### src/design/hb_pkg.sv
// shared constants and types of the half-bridge serial command logic
package hb_pkg;
    localparam int WORD_W = 16;
    localparam int COUNT_W = 6;
    localparam int DRIVERS = 6;
    // a frame must carry at least this many clocked bits
    localparam logic [COUNT_W-1:0] FRAME_BITS = 6'h10;
    localparam logic [COUNT_W-1:0] COUNT_MAX = 6'h3F;
    // command word fields
    localparam int CMD_OVERVOLTAGE_LOCKOUT_BIT = 15;
    localparam int CMD_OVERCURRENT_SHUTDOWN_BIT = 13;
    localparam int CMD_DRIVER_LSB = 1;
    localparam int CMD_STATUS_RESET_BIT = 0;
    // status word fields
    localparam int STS_SUPPLY_FAULT_BIT = 15;
    localparam int STS_UNDERLOAD_BIT = 14;
    localparam int STS_OVERLOAD_BIT = 13;
    localparam int STS_DRIVER_LSB = 1;
    localparam int STS_THERMAL_WARNING_BIT = 0;
    localparam logic [WORD_W-1:0] COMMAND_RESET = 16'h0000;
    localparam logic [WORD_W-1:0] STATUS_UNUSED_VALUE = 16'h0000;
    // positions inside the filtered fault vector
    localparam int FLT_OVERCURRENT_LSB = 0;
    localparam int FLT_UNDERLOAD = 6;
    localparam int FLT_SUPPLY = 7;
    localparam int FLT_THERMAL = 8;
    localparam int FAULT_W = 9;
    // fault filter time, a least time, rounded up to whole clocks
    localparam int SYS_CLK_PERIOD_NS = 40;
    localparam int FAULT_FILTER_NS = 1000;
    localparam int FAULT_FILTER_CYCLES = (FAULT_FILTER_NS + SYS_CLK_PERIOD_NS - 1) / SYS_CLK_PERIOD_NS;
    // every pin that crosses into the sys_clk domain
    typedef struct packed {
        logic chip_select_n;
        logic sclk;
        logic sdi;
        logic enable;
        logic logic_undervoltage_lockout;
        logic driver_undervoltage_lockout;
        logic overvoltage;
        logic thermal;
        logic [DRIVERS-1:0] overcurrent;
        logic [DRIVERS-1:0] underload;
    } pin_sample_type;
    localparam pin_sample_type PIN_RESET = '{chip_select_n: 1'b1, default: '0};
endpackage : hb_pkg

### src/design/fault_if.sv
// raw fault levels, clear strobe and held fault register between core and filter
`timescale 1ns/1ps
`default_nettype none
interface fault_if #(
    parameter int W = hb_pkg::FAULT_W
);
    logic [W-1:0] raw;
    logic [W-1:0] held;
    logic clear;
    modport filter (input raw, input clear, output held);
    modport core (output raw, output clear, input held);
endinterface : fault_if
`default_nettype wire

### src/design/fault_filter.sv
// per-bit fault filter feeding the held fault register
`timescale 1ns/1ps
`default_nettype none
module fault_filter #(
    parameter int W = hb_pkg::FAULT_W,
    parameter int CYCLES = hb_pkg::FAULT_FILTER_CYCLES
) (
    input wire logic clk,
    input wire logic rst_n,
    fault_if.filter flt
);
    localparam int CW = $clog2(CYCLES + 1);
    localparam logic [CW-1:0] LAST = CW'(CYCLES - 1);

    typedef struct packed {
        logic [W-1:0][CW-1:0] cnt;
        logic [W-1:0] held;
    } filt_state_type;

    filt_state_type st_q;
    filt_state_type st_d;

    // a fault must stand CYCLES clocks before it is held; clear restarts the wait
    always_comb begin
        st_d = st_q;
        for (int i = 0; i < W; i++) begin
            if (flt.clear) begin
                st_d.cnt[i] = '0;
                st_d.held[i] = 1'b0;
            end else if (!flt.raw[i]) begin
                st_d.cnt[i] = '0;
            end else if (!st_q.held[i]) begin
                if (st_q.cnt[i] == LAST) begin
                    st_d.held[i] = 1'b1;
                end else begin
                    st_d.cnt[i] = st_q.cnt[i] + 1'b1;
                end
            end
        end
    end

    always_ff @(posedge clk) begin
        if (!rst_n) begin
            st_q <= '0;
        end else begin
            st_q <= st_d;
        end
    end

    assign flt.held = st_q.held;
endmodule : fault_filter
`default_nettype wire

### src/design/half_bridge_spi_frame_control.sv
// serial command and status framing of a triple half-bridge driver
`timescale 1ns/1ps
`default_nettype none
// Overview of operation
// - transfers happen only while chip select low
// - chip select rise latches command if valid
// - serial output released while chip select high
// - frames under sixteen bits are discarded
// - bit counter armed at select fall
// - valid frame clears the fault register
// - standing faults re-latch after filter time
// - status shifts out while command shifts in
// - bit fifteen enables overvoltage output shutoff
// - bit thirteen enables overcurrent driver shutoff
// - bits six to one switch drivers
// - bit zero resets latched status bits
// - status fifteen reports supply fault
// - status fourteen reports underload fault
// - status thirteen reports overload fault
// - drivers off after reset and undervoltage
// - serial accepted once logic supply good and enable high
// - enable low sleeps, high wakes
// - frames shift least significant bit first
// - thermal warning latches until status reset
// - overcurrent shutoff latches until status reset
// - supply fault holds until status reset
module half_bridge_spi_frame_control #(
    parameter int FILTER_CYCLES = hb_pkg::FAULT_FILTER_CYCLES
) (
    input wire logic sys_clk,
    input wire logic rst_n,
    input wire logic chip_select_n,
    input wire logic serial_clk,
    input wire logic serial_data_in,
    output logic serial_data_out,
    output logic serial_data_out_oe_n,
    input wire logic enable,
    input wire logic logic_undervoltage_lockout,
    input wire logic driver_undervoltage_lockout,
    input wire logic supply_overvoltage,
    input wire logic [hb_pkg::DRIVERS-1:0] overcurrent_detect,
    input wire logic [hb_pkg::DRIVERS-1:0] underload_detect,
    input wire logic thermal_warning_detect,
    output logic high_side_1_on,
    output logic low_side_1_on,
    output logic high_side_2_on,
    output logic low_side_2_on,
    output logic high_side_3_on,
    output logic low_side_3_on,
    output logic sleep_active
);
    typedef struct packed {
        logic csb_prev;
        logic sclk_prev;
        logic active;
        logic [hb_pkg::COUNT_W-1:0] bit_count;
        logic [hb_pkg::WORD_W-1:0] shift_in;
        logic [hb_pkg::WORD_W-1:0] shift_out;
        logic [hb_pkg::WORD_W-1:0] command;
        logic so;
        logic so_oe_n;
        logic frame_clear;
        logic supply_fault_flag;
        logic underload_flag;
        logic overload_flag;
        logic thermal_warning_flag;
        logic [hb_pkg::DRIVERS-1:0] latched_off;
        logic [hb_pkg::DRIVERS-1:0] drive;
        logic sleep;
    } core_state_type;

    localparam core_state_type STATE_RESET = '{
        csb_prev: 1'b1,
        so_oe_n: 1'b1,
        command: hb_pkg::COMMAND_RESET,
        default: '0
    };

    // status word as shifted out, unused positions fixed
    function automatic logic [hb_pkg::WORD_W-1:0] status_word(
        input logic supply,
        input logic underload,
        input logic overload,
        input logic thermal,
        input logic [hb_pkg::DRIVERS-1:0] drive
    );
        logic [hb_pkg::WORD_W-1:0] w;
        w = hb_pkg::STATUS_UNUSED_VALUE;
        w[hb_pkg::STS_SUPPLY_FAULT_BIT] = supply;
        w[hb_pkg::STS_UNDERLOAD_BIT] = underload;
        w[hb_pkg::STS_OVERLOAD_BIT] = overload;
        w[hb_pkg::STS_DRIVER_LSB +: hb_pkg::DRIVERS] = drive;
        w[hb_pkg::STS_THERMAL_WARNING_BIT] = thermal;
        return w;
    endfunction : status_word

    hb_pkg::pin_sample_type pin_raw;
    hb_pkg::pin_sample_type pin;
    core_state_type st_q;
    core_state_type st_d;
    logic csb_fall;
    logic csb_rise;
    logic sclk_rise;
    logic serial_ok;
    logic frame_ok;
    logic status_reset;
    logic fault_gate;
    logic driver_block;

    // every pin is asynchronous to sys_clk
    assign pin_raw = '{
        chip_select_n: chip_select_n,
        sclk: serial_clk,
        sdi: serial_data_in,
        enable: enable,
        logic_undervoltage_lockout: logic_undervoltage_lockout,
        driver_undervoltage_lockout: driver_undervoltage_lockout,
        overvoltage: supply_overvoltage,
        thermal: thermal_warning_detect,
        overcurrent: overcurrent_detect,
        underload: underload_detect
    };

    pin_sync #(
        .W($bits(hb_pkg::pin_sample_type)),
        .RESET_VALUE(hb_pkg::PIN_RESET)
    ) u_pin_sync (
        .clk(sys_clk),
        .rst_n(rst_n),
        .async_in(pin_raw),
        .sync_out(pin)
    );

    fault_if #(.W(hb_pkg::FAULT_W)) fif ();

    // raw fault levels; supply fault covers overvoltage and either undervoltage
    assign fif.raw[hb_pkg::FLT_OVERCURRENT_LSB +: hb_pkg::DRIVERS] = pin.overcurrent;
    assign fif.raw[hb_pkg::FLT_UNDERLOAD] = |pin.underload;
    assign fif.raw[hb_pkg::FLT_SUPPLY] = pin.overvoltage | pin.driver_undervoltage_lockout
        | pin.logic_undervoltage_lockout;
    assign fif.raw[hb_pkg::FLT_THERMAL] = pin.thermal;
    assign fif.clear = st_q.frame_clear;

    fault_filter #(
        .W(hb_pkg::FAULT_W),
        .CYCLES(FILTER_CYCLES)
    ) u_fault_filter (
        .clk(sys_clk),
        .rst_n(rst_n),
        .flt(fif.filter)
    );

    // edges of the sampled serial pins
    assign csb_fall = st_q.csb_prev & ~pin.chip_select_n;
    assign csb_rise = ~st_q.csb_prev & pin.chip_select_n;
    assign sclk_rise = ~st_q.sclk_prev & pin.sclk;
    assign serial_ok = ~pin.logic_undervoltage_lockout & pin.enable;
    // long frames keep the last sixteen bits, so chained devices still latch
    assign frame_ok = csb_rise & st_q.active & serial_ok & ~pin.sclk
        & (st_q.bit_count >= hb_pkg::FRAME_BITS);
    assign status_reset = frame_ok & st_q.shift_in[hb_pkg::CMD_STATUS_RESET_BIT];
    // held faults may not re-set flags while the fault register is being cleared
    assign fault_gate = ~frame_ok & ~st_q.frame_clear;
    assign driver_block = pin.logic_undervoltage_lockout | pin.driver_undervoltage_lockout
        | ~pin.enable
        | (st_q.command[hb_pkg::CMD_OVERVOLTAGE_LOCKOUT_BIT] & pin.overvoltage);

    // frame engine, status flags and driver gating
    always_comb begin
        st_d = st_q;
        st_d.csb_prev = pin.chip_select_n;
        st_d.sclk_prev = pin.sclk;
        st_d.frame_clear = frame_ok;
        if (!serial_ok) begin
            st_d.active = 1'b0;
        end else if (csb_fall) begin
            st_d.active = 1'b1;
            st_d.bit_count = '0;
            // status is ready before the first clock, so bit zero shows at once
            st_d.shift_out = status_word(st_q.supply_fault_flag, st_q.underload_flag,
                st_q.overload_flag, st_q.thermal_warning_flag, st_q.drive);
        end else if (csb_rise) begin
            st_d.active = 1'b0;
        end else if (st_q.active && sclk_rise) begin
            if (st_q.bit_count != hb_pkg::COUNT_MAX) begin
                st_d.bit_count = st_q.bit_count + 1'b1;
            end
            st_d.shift_in = {pin.sdi, st_q.shift_in[hb_pkg::WORD_W-1:1]};
            // input bits follow the status bits out for the next device in a chain
            st_d.shift_out = {pin.sdi, st_q.shift_out[hb_pkg::WORD_W-1:1]};
        end
        if (frame_ok) begin
            st_d.command = st_q.shift_in;
        end
        st_d.so = st_d.shift_out[0];
        st_d.so_oe_n = ~st_d.active;
        // sticky status flags; a status reset clears, held faults set again later
        st_d.supply_fault_flag = (st_q.supply_fault_flag & ~status_reset)
            | (fif.held[hb_pkg::FLT_SUPPLY] & fault_gate);
        st_d.underload_flag = (st_q.underload_flag & ~status_reset)
            | (fif.held[hb_pkg::FLT_UNDERLOAD] & fault_gate);
        st_d.overload_flag = (st_q.overload_flag & ~status_reset)
            | ((|fif.held[hb_pkg::FLT_OVERCURRENT_LSB +: hb_pkg::DRIVERS]) & fault_gate);
        st_d.thermal_warning_flag = (st_q.thermal_warning_flag & ~status_reset)
            | (fif.held[hb_pkg::FLT_THERMAL] & fault_gate);
        // with shutdown disabled an overcurrent is only reported
        for (int i = 0; i < hb_pkg::DRIVERS; i++) begin
            st_d.latched_off[i] = (st_q.latched_off[i] & ~status_reset)
                | (fif.held[hb_pkg::FLT_OVERCURRENT_LSB + i] & fault_gate
                & st_d.command[hb_pkg::CMD_OVERCURRENT_SHUTDOWN_BIT]);
        end
        // command state is kept while blocked, so drivers return when the cause goes
        st_d.drive = st_d.command[hb_pkg::CMD_DRIVER_LSB +: hb_pkg::DRIVERS]
            & ~st_d.latched_off & {hb_pkg::DRIVERS{~driver_block}};
        st_d.sleep = ~pin.enable;
    end

    always_ff @(posedge sys_clk) begin
        if (!rst_n) begin
            st_q <= STATE_RESET;
        end else begin
            st_q <= st_d;
        end
    end

    // outputs straight from the state register
    assign serial_data_out = st_q.so;
    assign serial_data_out_oe_n = st_q.so_oe_n;
    assign low_side_1_on = st_q.drive[0];
    assign high_side_1_on = st_q.drive[1];
    assign low_side_2_on = st_q.drive[2];
    assign high_side_2_on = st_q.drive[3];
    assign low_side_3_on = st_q.drive[4];
    assign high_side_3_on = st_q.drive[5];
    assign sleep_active = st_q.sleep;
endmodule : half_bridge_spi_frame_control
`default_nettype wire

### src/design/pin_sync.sv
// two-flop synchroniser for a group of asynchronous pins
`timescale 1ns/1ps
`default_nettype none
module pin_sync #(
    parameter int W = 1,
    parameter logic [W-1:0] RESET_VALUE = '0
) (
    input wire logic clk,
    input wire logic rst_n,
    input wire logic [W-1:0] async_in,
    output logic [W-1:0] sync_out
);
    typedef struct packed {
        logic [W-1:0] meta;
        logic [W-1:0] stable;
    } sync_state_type;

    sync_state_type st_q;
    sync_state_type st_d;

    // meta is read by the second stage only
    always_comb begin
        st_d = st_q;
        st_d.meta = async_in;
        st_d.stable = st_q.meta;
    end

    always_ff @(posedge clk) begin
        if (!rst_n) begin
            st_q <= '{meta: RESET_VALUE, stable: RESET_VALUE};
        end else begin
            st_q <= st_d;
        end
    end

    assign sync_out = st_q.stable;
endmodule : pin_sync
`default_nettype wire

### config.mk
export PLATFORM = sky130hd
export DESIGN_NAME = half_bridge_spi_frame_control
export DESIGN_NICKNAME = d
export VERILOG_FILES = /design/src/design/hb_pkg.sv /design/src/design/fault_if.sv /design/src/design/fault_filter.sv /design/src/design/half_bridge_spi_frame_control.sv /design/src/design/pin_sync.sv
export SDC_FILE = /design/constraint.sdc
export NUM_CORES = 1
export LEC_CHECK = 0
export BUFFER_PORTS_ARGS = -buffer_cell sky130_fd_sc_hd__buf_4
export CAP_MARGIN = 10
export CORE_ASPECT_RATIO = 0.9
export CORE_MARGIN = 3
export CORE_UTILIZATION = 50
export CTS_CLUSTER_SIZE = 40
export DETAILED_ROUTE_END_ITERATION = 8
export PLACE_DENSITY = 0.67
export SETUP_SLACK_MARGIN = 0.4
export SYNTH_ARGS = -nofsm -noshare
export SYNTH_HDL_FRONTEND = slang
export SYNTH_SLANG_ARGS = --single-unit
export TNS_END_PERCENT = 20
### constraint.sdc
create_clock -name sys_clk -period 1.68 [get_ports sys_clk]
set_input_delay 0.168 -clock sys_clk [delete_from_list [all_inputs] [get_ports sys_clk]]
set_output_delay 0.168 -clock sys_clk [all_outputs]
set_load 0.01 [all_outputs]
# Yosys cells after proc, flatten, opt, wreduce, memory -nomap -nowiden
# Cells that the tools add are included.
# totals
register_bits,170
inputBits,22
output_inout_bits,9
wordCells,209
# op_classes
add_sub_neg,10
n_lt_le_gt_ge,1
eq_ne,11
n_mux,26
bitwise,96
reduce_logical,27
# ops
op,n
38-bit two-way mux,2
5-bit by 1-bit adder with 5-bit output (second input constant),9
5-bit equality test (second input constant),9
1-bit inverter,41
1-bit bitwise AND,37
3-bit OR reduction,9
1-bit two-way mux,20
2-bit AND reduction,9
16-bit two-way mux,1
1-bit bitwise OR,15
14-bit two-way mux,1
6-bit bitwise AND,2
6-bit OR reduction,2
4-bit AND reduction,2
7-bit two-way mux,1
6-bit by 1-bit adder with 6-bit output (second input constant),1
6-bit by 5-bit greater-or-equal comparator with 1-bit output (second input constant),1
6-bit two-way mux,1
6-bit inequality test (second input constant),1
6-bit inverter,1
2-bit nonzero test,2
3-bit AND reduction,1
2-bit inequality test (second input constant),1
2-bit OR reduction,1
1-bit logical AND,1

# Depth between registers and ports, before layout
# Gate-level depths: netlist of run 1.
# logic_depth
word_depth,14
ltp_mapped,7

# By module
# From an unflattened synthesis of run 1, not the netlist that was laid out.
# hier_totals
hier_cells,637
hier_area_um2,6416.2
# by_module_without_submodules
module,instances,cells_per_inst,area_each_um2,seq_area_each_um2
fault_filter,1,281,2712.6,1081.0
half_bridge_spi_frame_control,1,272,2632.5,1361.3
pin_sync,1,84,1071.0,800.8

# Least setup slack after synthesis of run 1
# OpenSTA, ideal clock, no wires.
# synth_path
path_type,reg2reg
start,register st_q[76] in the netlist's numbering
end,register st_q[41] in the netlist's numbering
arrival_time_ns,1.415
setup_slack_ns,0.142
path_stages_with_launch,8
n_path_buf,1
synth_period_minus_slack_ns,1.538
cell_sequence,dfxtp_1 > inv_1 > ha_1 > nor3b_4 > o21ai_2 > buf_2 > a221oi_1 > nor2_1
# synth_via
elab_chain_len,4
word_cells_on_any_way,7
cone_classes,eq/ne: 1; mux: 1; bitwise: 3; reduce/logical: 2
# synth_lines
element,line_no,source
start: declaration,half_bridge_spi_frame_control.sv:99,core_state_type st_q;
start signal: assignment,half_bridge_spi_frame_control.sv:222,st_q <= st_d;
1-bit inverter,half_bridge_spi_frame_control.sv:155,assign csb_rise = ~st_q.csb_prev & pin.chip_select_n;
1-bit bitwise AND,half_bridge_spi_frame_control.sv:155,
2-bit inequality test (no source line),n/a,
3-bit AND reduction (no source line),n/a,
# Several ways; a longest one is shown, not always the timed one.
# A chain may end at the register's enable or synchronous reset.

# Worst setup path in the final report of run 1
# layout_path
start,register st_q[76] in the netlist's numbering
end,register st_q[73] in the netlist's numbering
# layout_via
elab_chain_len,4
word_cells_on_any_way,8
cone_classes,eq/ne: 1; mux: 1; bitwise: 3; reduce/logical: 3
# layout_lines
element,line_no
1-bit inverter,half_bridge_spi_frame_control.sv:155
1-bit bitwise AND,half_bridge_spi_frame_control.sv:155
2-bit inequality test (no source line),n/a
4-bit AND reduction (no source line),n/a
# Several ways; a longest one is shown, not always the timed one.

==> impl_metrics.csv, run 1 <==
group,metric,value,unit
synthesis,synth.distinct_cells,49,
pwr,p_leak,0.002957,µW
finish,stdcell_area,0.007918,mm²
routing,remaining_drc_errors,0,
sta,fin_skew,0.007225,ns
grt,grt_pass1_wl,20810,µm
synthesis,yosysWarnings,0,
synthesis,async_flop_share,0,%
clock_network,clkSinkCount,162,
synthesis,syn_area_per_cell,9.474,µm²
setup_path,setup.worst_path.start,"st_q[76]",
clock_network,clock_latency,0.42,ns
finish,areaGrowthSynthToFinish,28.57,%
hold_path,worstHoldStart,"rst_n",
sta,rsz0062_at_grt,"true",
synthesis,syn-cell-area,0.006158,mm²
floorplan,rows,37,
grt,antenna_found_initial,0,
clock_network,cts_root_buf,"clkbuf_16",
floorplan,io_pins,31,
setup_path,crit_type,"flop to flop",
finish,diodes,0,
synthesis,synthesis.nets,694,
place,dpl_cell_area,0.006608,mm²
floorplan,fp.dieArea,0.01369,mm²
place,gp_congestion,0.7605,
routing,via_count,4670,
routing,drtIter0Drc,351,
sta,tns,0,ns
sta,maxSlewViolCount,0,
synthesis,ys.flop_type,"dfxtp_1",
status,status,"finished, final reports clean",
hold_path,hp-class,"input pin to flop",
routing,via_per_inst,5.218,
floorplan,die_x,123.0,µm
flow_run,maxCapViolCount,0,
clock_network,cts_max_level,4,
finish,drive_above_1_share,21.65,%
clock_network,cts_tree,"yes",
grt,grt-ovfl-total,0,
clock_network,cts.clk_slew.worst_paths,0.06,ns
synthesis,ys_ff_latch,162,
synthesis,synthCells,650,
finish,layout_common_cells,"153 x dfxtp_1, 76 x nor2_1, 55 x nand2_1",
setup_path,worstReg2RegStart,"st_q[76]",
routing,wire_per_inst,14.13,µm
grt,grt_pass1_vias,4472,
sta,setup_viol,0,
setup_path,worstPathRequired,2.02,ns
sta,fin_crit,1.556,ns
grt,grt_max_degree,47,
routing,ant_nets,0,
floorplan,fp.dieH,111.3,µm
synthesis,synth_enable_flop_cells,0,
clock_network,cts_buffers,17,
sta,hold_viol_final,0,
setup_path,crit_path_end_kind,"flop",
finish,final_common_cell,"dfxtp_1",
pwr,peakVddDrop,0.7693,mV
place,io_buffers,30,
sta,fmax,642.8,MHz
sta,finalCritPeriodShare,92.60,%
setup_path,crit_path_max_fanout,8,
synthesis,seq_area_frac_synth,52.66,%
setup_path,start_kind,"flop",
floorplan,core-area,0.01171,mm²
grt,grtUsageTotal,19.28,%
sta,slew_headroom,68.28,%
routing,drt_first_pass_iters,5,
finish,layout.nets,773,
clock_network,clockBufferDepth,2,
pwr,p_per_area,1028,mW/mm²
sta,tightest_slew,0.4757,ns
setup_path,crit_arrival,1.89,ns
floorplan,start_util,52.58,%
place,dpl.hpwl,7962,µm
routing,wl,12640,µm
[cell families (layout without fill, tap and decap cells)]
| logic type | count (synthesis) | count (layout) | synth area share, % |
|---|---|---|---|
| compound gates | 95 | 98 | 9.386 |
| xor+xnor | 36 | 36 | 5.120 |
| fa+ha+maj | 22 | 22 | 4.470 |
| buf+inv | 53 | 138 | 3.799 |
| flops | 162 | 162 | 52.66 |
| mux | 11 | 11 | 1.788 |
| simple gates | 271 | 272 | 22.78 |
[through the flow]
step / hold slack (ns) / instances / total power [µW] / worst slack (ns) / util (%)
after floorplan: 0.2695 / 650 / 4147 / 0.2360 / -
after global placement: 0.3542 / 825 / 4227 / 0.1086 / 56.41
after detailed placement: 0.3633 / 825 / 4236 / 0.05147 / 56.41
after CTS: 0.07960 / 882 / 8200 / 0.1833 / 64.80
after global routing: 0.1037 / 895 / 8422 / 0.08038 / 67.60
final: 0.08901 / 895 / 8141 / 0.1243 / 67.60
[cell type report]
| cell class | instances | area, µm² |
|---|---|---|
| clock inverter | 5 | 100.1 |
| clock buffer | 24 | 501.7 |
| multi-input combinational | 439 | 3032 |
| tap | 156 | 195.2 |
| fill | 907 | 3795 |
| sequential | 162 | 3262 |
| inverter | 31 | 121.4 |
| timing repair buffer | 78 | 705.7 |
[where the power goes]
part	switching, µW	internal (µW)	total [µW]
logic	136	156	291
clock network	1410	2500	3910
registers	33.1	3900	3940
[synth_stat cells, drive strengths merged (2+ instances only)]
cell type,count,area (µm²)
and3,2,12.51
a21oi,44,224.0
xnor2,17,148.9
o21a,2,15.01
o21ai,22,113.9
a221oi,10,87.58
clkbuf,12,46.29
mux2i,11,110.1
a32oi,6,52.55
a22oi,2,15.01
nor2,79,304.0
ha,22,275.3
nand3b,2,15.01
inv,31,116.4
xor2,19,166.4
nor2b,14,87.58
a31oi,3,18.77
o31ai,2,15.01
nand4,9,56.30
nand2b,2,12.51
nand3,33,170.2
nand4b,9,78.83
dfxtp,162,3243
nor3b,9,90.09
and2,48,302.8
nor3,3,15.01
buf,10,71.31
nand2,55,206.5
[final timing paths]
| path | endpoint | slack [ns] | cells past startpoint |
|---|---|---|---|
| setup / recovery | st_q[73] | 0.12 | 6 |
| hold / removal | serial_data_out_oe_n | 0.09 | 2 |
| setup reg to reg | st_q[73] | 0.12 | 6 |
| hold reg to reg | u_pin_sync.sync_out[3] | 0.43 | 1 |
[metal layers]
| layer | vias to the layer above | routed length (µm) | part of all wire (%) | GRT usage [%] |
|---|---|---|---|---|
| met5 | - | 0 | 0 | 0 |
| met4 | 0 | 287 | 2.3 | 10.70 |
| li1 | 2349 | - | - | - |
| met1 | 2208 | 5638 | 45 | 24.30 |
| met2 | 90 | 6226 | 49 | 30.67 |
| met3 | 23 | 492 | 3.9 | 3.827 |
[registers in the layout (all words and copies together) (netlist names)]
name and count:
low_side_3_on 1, sleep_active 1, high_side_1_on 1, high_side_3_on 1, u_fault_filter.flt.held 9, fif.clear 1, high_side_2_on 1, u_fault_filter.st_q 45
st_q 59, low_side_2_on 1, u_pin_sync.sync_out 20, low_side_1_on 1, u_pin_sync.st_d 20, serial_data_out_oe_n 1
[critical path, stage by stage (launching register included)]
cell and delay, ns:
dfxtp_2 0.33, buf_4 0.14, ha_4 0.19, nor3b_4 0.21
buf_4 0.18, a21bo_1 0.22, a211oi_2 0.19
[what timing repair did]
action / 4_1_cts / 5_1_grt
setup endpoints to repair: 71 / 92
gates resized for setup: 27 / 56
hold buffers: 20 / 0
cloned: 3 / 3
hold endpoints to repair: 20 / 0
pin swaps: 6 / 18
buffers inserted: 5 / 10
Note: power is estimated with default switching activity, not from simulation.
==> run 2, diff against run 1 <==
--- a/config.mk
+++ b/config.mk
@@ -7,7 +7,7 @@
 export LEC_CHECK = 0
 export BUFFER_PORTS_ARGS = -buffer_cell sky130_fd_sc_hd__buf_4
 export CAP_MARGIN = 10
-export CORE_ASPECT_RATIO = 0.9
+export CORE_ASPECT_RATIO = 1.25
 export CORE_MARGIN = 3
 export CORE_UTILIZATION = 50
 export CTS_CLUSTER_SIZE = 40
==> run 2 against run 1 <==
Power down 2.3%; highest routed layer unchanged; clock skew down 0.0021 ns; clock-buffer cell count down 1; maximum frequency up 2.2%; clock power down 5%; wire length down 2.0%; largest cell class unchanged.
==> impl_metrics.csv, run 2 (synthesis results as in run 1) <==
group,metric,value,unit
sta,rsz0062_at_grt,"true",
grt,grtUsageTotal,19.32,%
clock_network,cts_root_buf,"clkbuf_16",
setup_path,crit_path_end_kind,"flop",
setup_path,max_stage_delay,0.35,ns
floorplan,fp.dieArea,0.01369,mm²
clock_network,clockBufferDepth,2,
setup_path,crit_arrival,1.80,ns
grt,grtUsageMet3,5.987,%
finish,diodes,0,
hold_path,whs_path_depth,2,
clock_network,cts.clk_slew.worst_paths,0.06,ns
place,io_buffers,30,
grt,gr-usage-met2,33.52,%
grt,grt_pass1_vias,4572,
floorplan,start_util,52.03,%
clock_network,clkSinkCount,162,
floorplan,core-area,0.01184,mm²
routing,via_count,4694,
sta,hold_viol_final,0,
sta,fin_crit,1.522,ns
setup_path,worstReg2RegStart,"st_q[76]",
clock_network,cts_buffers,17,
routing,ant_nets,0,
clock_network,cts_tree,"yes",
finish,layout.nets,777,
clock_network,clock_latency,0.42,ns
finish,fin_util,66.49,%
place,dpl_cell_area,0.006609,mm²
floorplan,rows,44,
sta,slew_headroom,67.90,%
finish,layout_common_cells,"155 x dfxtp_1, 76 x nor2_1, 55 x nand2_1",
place,dpl.hpwl,7647,µm
sta,fin_skew,0.005100,ns
setup_path,worst_r2r_endpoint,"high_side_3_on",
pwr,p_per_area,1011,mW/mm²
finish,fillerInstances,898,
floorplan,die_x,105.3,µm
routing,wire_per_inst,13.70,µm
grt,gr-max-usage-layer,"met2",
clock_network,cts_max_level,4,
hold_path,hold-path-endpoint,"u_pin_sync.st_d[19]",
setup_path,rrSetupSlack,0.16,ns
hold_path,hp-class,"input pin to flop",
finish,drive_above_1_share,21.40,%
setup_path,cpMaxStageDelayCell,"dfxtp_4",
finish,top_register,"st_q",
finish,final_common_cell,"dfxtp_1",
status,status,"finished, final reports clean",
sta,setup_viol,0,
sta,maxSlewViolCount,0,
grt,gr-usage-met1,22.31,%
setup_path,worstPathRequired,1.96,ns
pwr,p_leak,0.002954,µW
sta,fmax,657.1,MHz
finish,largest_register_ffs,59,
grt,antenna_found_initial,0,
grt,grt_pass1_wl,20870,µm
floorplan,io_pins,31,
flow_run,maxCapViolCount,0,
setup_path,cp_cell_sequence,"inv_4 -> ha_4 -> o21a_4 -> and2_4 -> mux2i_2 -> nor3b_2",
grt,grt_max_degree,46,
finish,areaGrowthSynthToFinish,27.79,%
place,gp_congestion,0.7991,
setup_path,crit_path_max_fanout,5,
floorplan,fp.dieH,130.1,µm
hold_path,worstHoldStart,"rst_n",
setup_path,crit_type,"flop to flop",
routing,drtIter0Drc,256,
routing,remaining_drc_errors,0,
sta,tightest_slew,0.4815,ns
finish,reg_top3,"st_q x59, u_fault_filter.st_q x45",
sta,finalCritPeriodShare,90.58,%
routing,drt_first_pass_iters,4,
grt,grt-ovfl-total,0,
routing,wl,12390,µm
routing,via_per_inst,5.192,
setup_path,start_kind,"flop",
setup_path,reg2regPathDepth,6,
pwr,peakVddDrop,0.8378,mV
finish,stdcell_area,0.007870,mm²
sta,tns,0,ns
run 2: cell count changes in the layout (fill, tap and decap cells not counted), moves of 4 or more:
cell	delta
clkbuf_8	-4
o21ai_0	+5
o21ai_1	-6
buf_6	+5
run 2: timing repair:
action                                  4_1_cts  5_1_grt
hold buffers                                 20        0
pin swaps                                    18       11
gates cloned                                  6        0
resized for setup                            49       28
endpoints found under the setup margin       71       99
setup buffers                                11        7
hold endpoints to repair                     20        0
run 2: how the worst max path moves through the flow:
stage                             from                 endpoint  slack [ns]
4_1_cts        u_fault_filter.st_q[39]  u_fault_filter.st_q[41]        0.23
3_5_place_dp                  st_q[76]           high_side_3_on        0.03
6_report                      st_q[76]           high_side_3_on        0.16
2_1_floorplan                 st_q[76]                 st_q[41]        0.24
5_1_grt                       st_q[76]                 st_q[47]        0.11
3_3_place_gp                  st_q[76]           high_side_2_on        0.16
run 2: area by class of cell:
class / instances / area (µm²) / share of cell area (%)
inverter: 31 / 118.9 / 1.510
multi-input combinational: 438 / 3023 / 38.41
clock buffer: 23 / 457.9 / 5.819
tap: 161 / 201.4 / 2.560
sequential: 162 / 3257 / 41.38
clock inverter: 6 / 107.6 / 1.367
timing repair buffer: 83 / 704.4 / 8.951
run 2: critical path, delay by kind of cell, from the launching register on:
family	cells	cell delay, ns
compound gates	1	0.18
fa+ha+maj	1	0.16
buf+inv	1	0.07
flops	1	0.35
mux	1	0.30
simple gates	2	0.33
run 2: metrics by stage:
stage               instances  worst slack (ns)  total power (µW)  hold WS, ns
CTS                       897            0.2323              8011      0.09526
finish                    904            0.1582              7957       0.1073
floorplan                 650            0.2360              4147       0.2695
global route              904            0.1099              8260       0.1256
global placement          831            0.1568              4226       0.3595
detailed placement        831           0.03076              4235       0.3705
run 2: per-layer routing:
| layer | share of wire (%) | wire length [µm] |
|---|---|---|
| met1 | 44 | 5460 |
| met2 | 51 | 6293 |
| met3 | 3.5 | 439 |
| met4 | 1.6 | 194 |
| met5 | 0 | 0 |
run 2: power by group:
group	internal [µW]	switching (µW)	leakage, µW
Combinational	154	137	0.00136
Clock	2340	1380	0.000273
Sequential	3900	31.7	0.00132
Total	6400	1550	0.00295
==> run 3, diff against run 2 <==
--- a/config.mk
+++ b/config.mk
@@ -5,6 +5,7 @@
 export SDC_FILE = /design/constraint.sdc
 export NUM_CORES = 1
 export LEC_CHECK = 0
+export ABC_AREA = 1
 export BUFFER_PORTS_ARGS = -buffer_cell sky130_fd_sc_hd__buf_4
 export CAP_MARGIN = 10
 export CORE_ASPECT_RATIO = 1.25
==> run 3 against run 2 <==
Register-to-register slack got worse by 0.03 ns; cell area rose by 5.0%; non-clock buffer count decreased by 3; flip-flop and latch count unchanged; core utilization shrank 1.5 points; global-route usage increased by 0.56 points; via count increased by 17%; worst setup slack got worse by 0.027 ns; clock-buffer cell count decreased by 1; clock skew is essentially flat; wire length rose by 10%; worst hold slack improved by 0.061 ns; critical endpoint is now st_q[37]; largest cell class unchanged.
==> impl_metrics.csv, run 3 <==
group,metric,value,unit
status,status,"finished, final reports clean",
floorplan,fp.dieH,133.6,µm
routing,remaining_drc_errors,0,
floorplan,core-area,0.01272,mm²
setup_path,crit_path_end_kind,"flop",
synthesis,synthCells,857,
clock_network,clock_latency,0.42,ns
synthesis,synthesis.nets,901,
sta,slew_headroom,48.84,%
pwr,netSwitchingFraction,20.02,%
synthesis,synth_top_area_share,49.78,%
setup_path,crit_path_max_fanout,6,
synthesis,synthTopCellsByCount,"179 x nand2_1, 162 x dfxtp_1, 140 x inv_1, 109 x nor2_1, 66 x a21oi_1",
sta,setup_viol,0,
clock_network,cts_max_level,4,
finish,drive_above_1_share,17.16,%
place,io_buffers,30,
hold_path,hp-class,"input pin to flop",
grt,grt_pass1_wl,22950,µm
clock_network,clkSinkCount,162,
clock_network,clockBufferDepth,2,
finish,fin_util,64.99,%
synthesis,seq_area_frac_synth,49.78,%
pwr,clock_power_share,49.0,%
sta,fin_skew,0.005519,ns
synthesis,synthTopCellsByArea,"dfxtp_1 50%, nand2_1 10%, inv_1 8.1%",
synthesis,syn-cell-area,0.006515,mm²
grt,grt_pass1_vias,5154,
synthesis,syn_area_per_cell,7.602,µm²
sta,rsz0062_at_grt,"true",
sta,tns,0,ns
clock_network,cts_buffers,17,
synthesis,synth.distinct_cells,34,
sta,tightest_slew,0.7674,ns
pwr,switchingPower,1661,µW
floorplan,fp.dieArea,0.01444,mm²
routing,drtIter0Drc,385,
routing,wire_per_inst,12.21,µm
pwr,p_leak,0.003578,µW
clock_network,cts_root_buf,"clkbuf_16",
setup_path,crit_type,"flop to flop",
routing,ant_nets,0,
floorplan,start_util,51.22,%
finish,final_common_cell,"nand2_1",
synthesis,async_flop_share,0,%
setup_path,start_kind,"flop",
place,dpl.hpwl,9092,µm
floorplan,die_x,108.1,µm
pwr,seq_power_share,47.5,%
synthesis,synth_area_leader_cell,"dfxtp_1",
setup_path,crit_arrival,1.86,ns
pwr,p_per_area,1004,mW/mm²
finish,stdcell_area,0.008267,mm²
setup_path,worstPathRequired,1.99,ns
synthesis,synth_enable_flop_cells,0,
finish,areaGrowthSynthToFinish,26.89,%
pwr,combPwrFrac,3.5,%
sta,fmax,645.5,MHz
synthesis,yosysWarnings,0,
sta,hold_viol_final,0,
synthesis,yosysMostFrequentCell,"nand2_1",
finish,layout.nets,981,
grt,grt_max_degree,85,
place,gp_congestion,0.7488,
floorplan,io_pins,31,
sta,finalCritPeriodShare,92.21,%
setup_path,max_stage_delay,0.34,ns
finish,largest_register_ffs,59,
pwr,power.internal,6636,µW
pwr,total_power,8296,µW
clock_network,cts.clk_slew.worst_paths,0.06,ns
grt,grt-ovfl-total,0,
finish,diodes,0,
finish,layout_common_cells,"160 x nand2_1, 156 x dfxtp_1, 132 x inv_1",
routing,via_per_inst,4.894,
pwr,peakVddDrop,0.6012,mV
grt,antenna_found_initial,0,
setup_path,cpMaxStageDelayCell,"dfxtp_2",
synthesis,ys.flop_type,"dfxtp_1",
place,dpl_cell_area,0.007019,mm²
finish,reg_top3,"st_q x59, u_fault_filter.st_q x45",
synthesis,ys_ff_latch,162,
grt,grtUsageTotal,19.89,%
sta,maxSlewViolCount,0,
clock_network,cts_tree,"yes",
routing,wl,13650,µm
routing,drt_first_pass_iters,5,
flow_run,maxCapViolCount,0,
floorplan,rows,46,
finish,top_register,"st_q",
routing,via_count,5472,
sta,fin_crit,1.549,ns
setup_path,cp_cell_sequence,"inv_2 -> ha_4 -> inv_2 -> nand3_2 -> a21oi_4 -> buf_6 -> buf_12 -> buf_12 -> nand2_4 -> a21oi_2 -> nor2_1",
==> run 3: changes by cell type in the layout (fill, tap and decap cells not counted), sizes merged, moves of 9 or more <==
cell	previous run	this run
a21oi	44	67
a221oi	10	0
and2	49	0
inv	31	142
mux2i	11	0
nand2	55	185
nand4	9	20
nand4b	9	0
nor2	79	114
nor2b	14	0
o21ai	24	59
xnor2	17	1
xor2	19	5
==> run 3: per-layer routing <==
metal,global-route usage [%],routed length [µm],up-vias
li1,-,-,2849
met1,22.85,5783,2487
met2,34.85,7040,109
met3,4.605,471,27
met4,8.772,352,0
met5,0,0,-
==> run 3: layout make-up <==
cell class | instances | area (µm²)
inverter | 142 | 543.0
tap | 168 | 210.2
clock inverter | 10 | 155.1
multi-input combinational | 534 | 2872
fill | 1043 | 4453
timing repair buffer | 80 | 759.5
sequential | 162 | 3253
clock buffer | 22 | 474.2
==> run 3: what timing repair did <==
| action | 4_1_cts | 5_1_grt |
|---|---|---|
| gates cloned | 2 | 2 |
| resized for setup | 27 | 40 |
| endpoints found under the setup margin | 95 | 114 |
| buffers inserted | 7 | 6 |
| endpoints found under the hold margin | 20 | 0 |
| pin swaps | 14 | 12 |
| hold buffers | 20 | 0 |
==> run 3: critical path, delay by kind of cell (launching register included) <==
kind            cells  cell delay (ns)
buf+inv             5             0.47
flops               1             0.34
compound gates      2             0.29
simple gates        3             0.19
fa+ha+maj           1             0.15
==> run 3: worst paths after layout <==
path	startpoint	to	slack [ns]	depth (start not counted)
worst max-delay path	st_q[76]	st_q[37]	0.13	11
worst min register to register	u_pin_sync.st_d[0]	u_pin_sync.sync_out[0]	0.41	2
worst max register to register	st_q[76]	st_q[37]	0.13	11
worst min-delay path	rst_n	u_fault_filter.flt.held[5]	0.17	5
==> run 3: power by group through the flow <==
stage               clock network (µW)  registers (µW)  logic [µW]
global placement                     0            4020         231
detailed placement                   0            4020         239
floorplan                            0            4010         151
finish                            4060            3940         294
global route                      4290            3940         335
CTS                               4120            3940         289
==> run 3: metrics by stage <==
step	hold WS [ns]	cells	setup slack, ns
floorplan	0.2656	857	0.3529
global placement	0.3490	1049	0.1590
finish	0.1681	1118	0.1308
detailed placement	0.3521	1049	0.07882
CTS	0.1495	1110	0.1715
global route	0.1688	1118	0.04153
==> run 3: cells by family after synthesis <==
logic type / count (synthesis) / share of synthesized area [%]
XOR/XNOR: 6 / 0.8066
flip-flops: 162 / 49.78
AND/OR/NAND/NOR: 367 / 24.29
buffers and inverters: 162 / 9.717
AO/OA/AOI/OAI: 138 / 11.18
adder cells (fa/ha/maj): 22 / 4.225
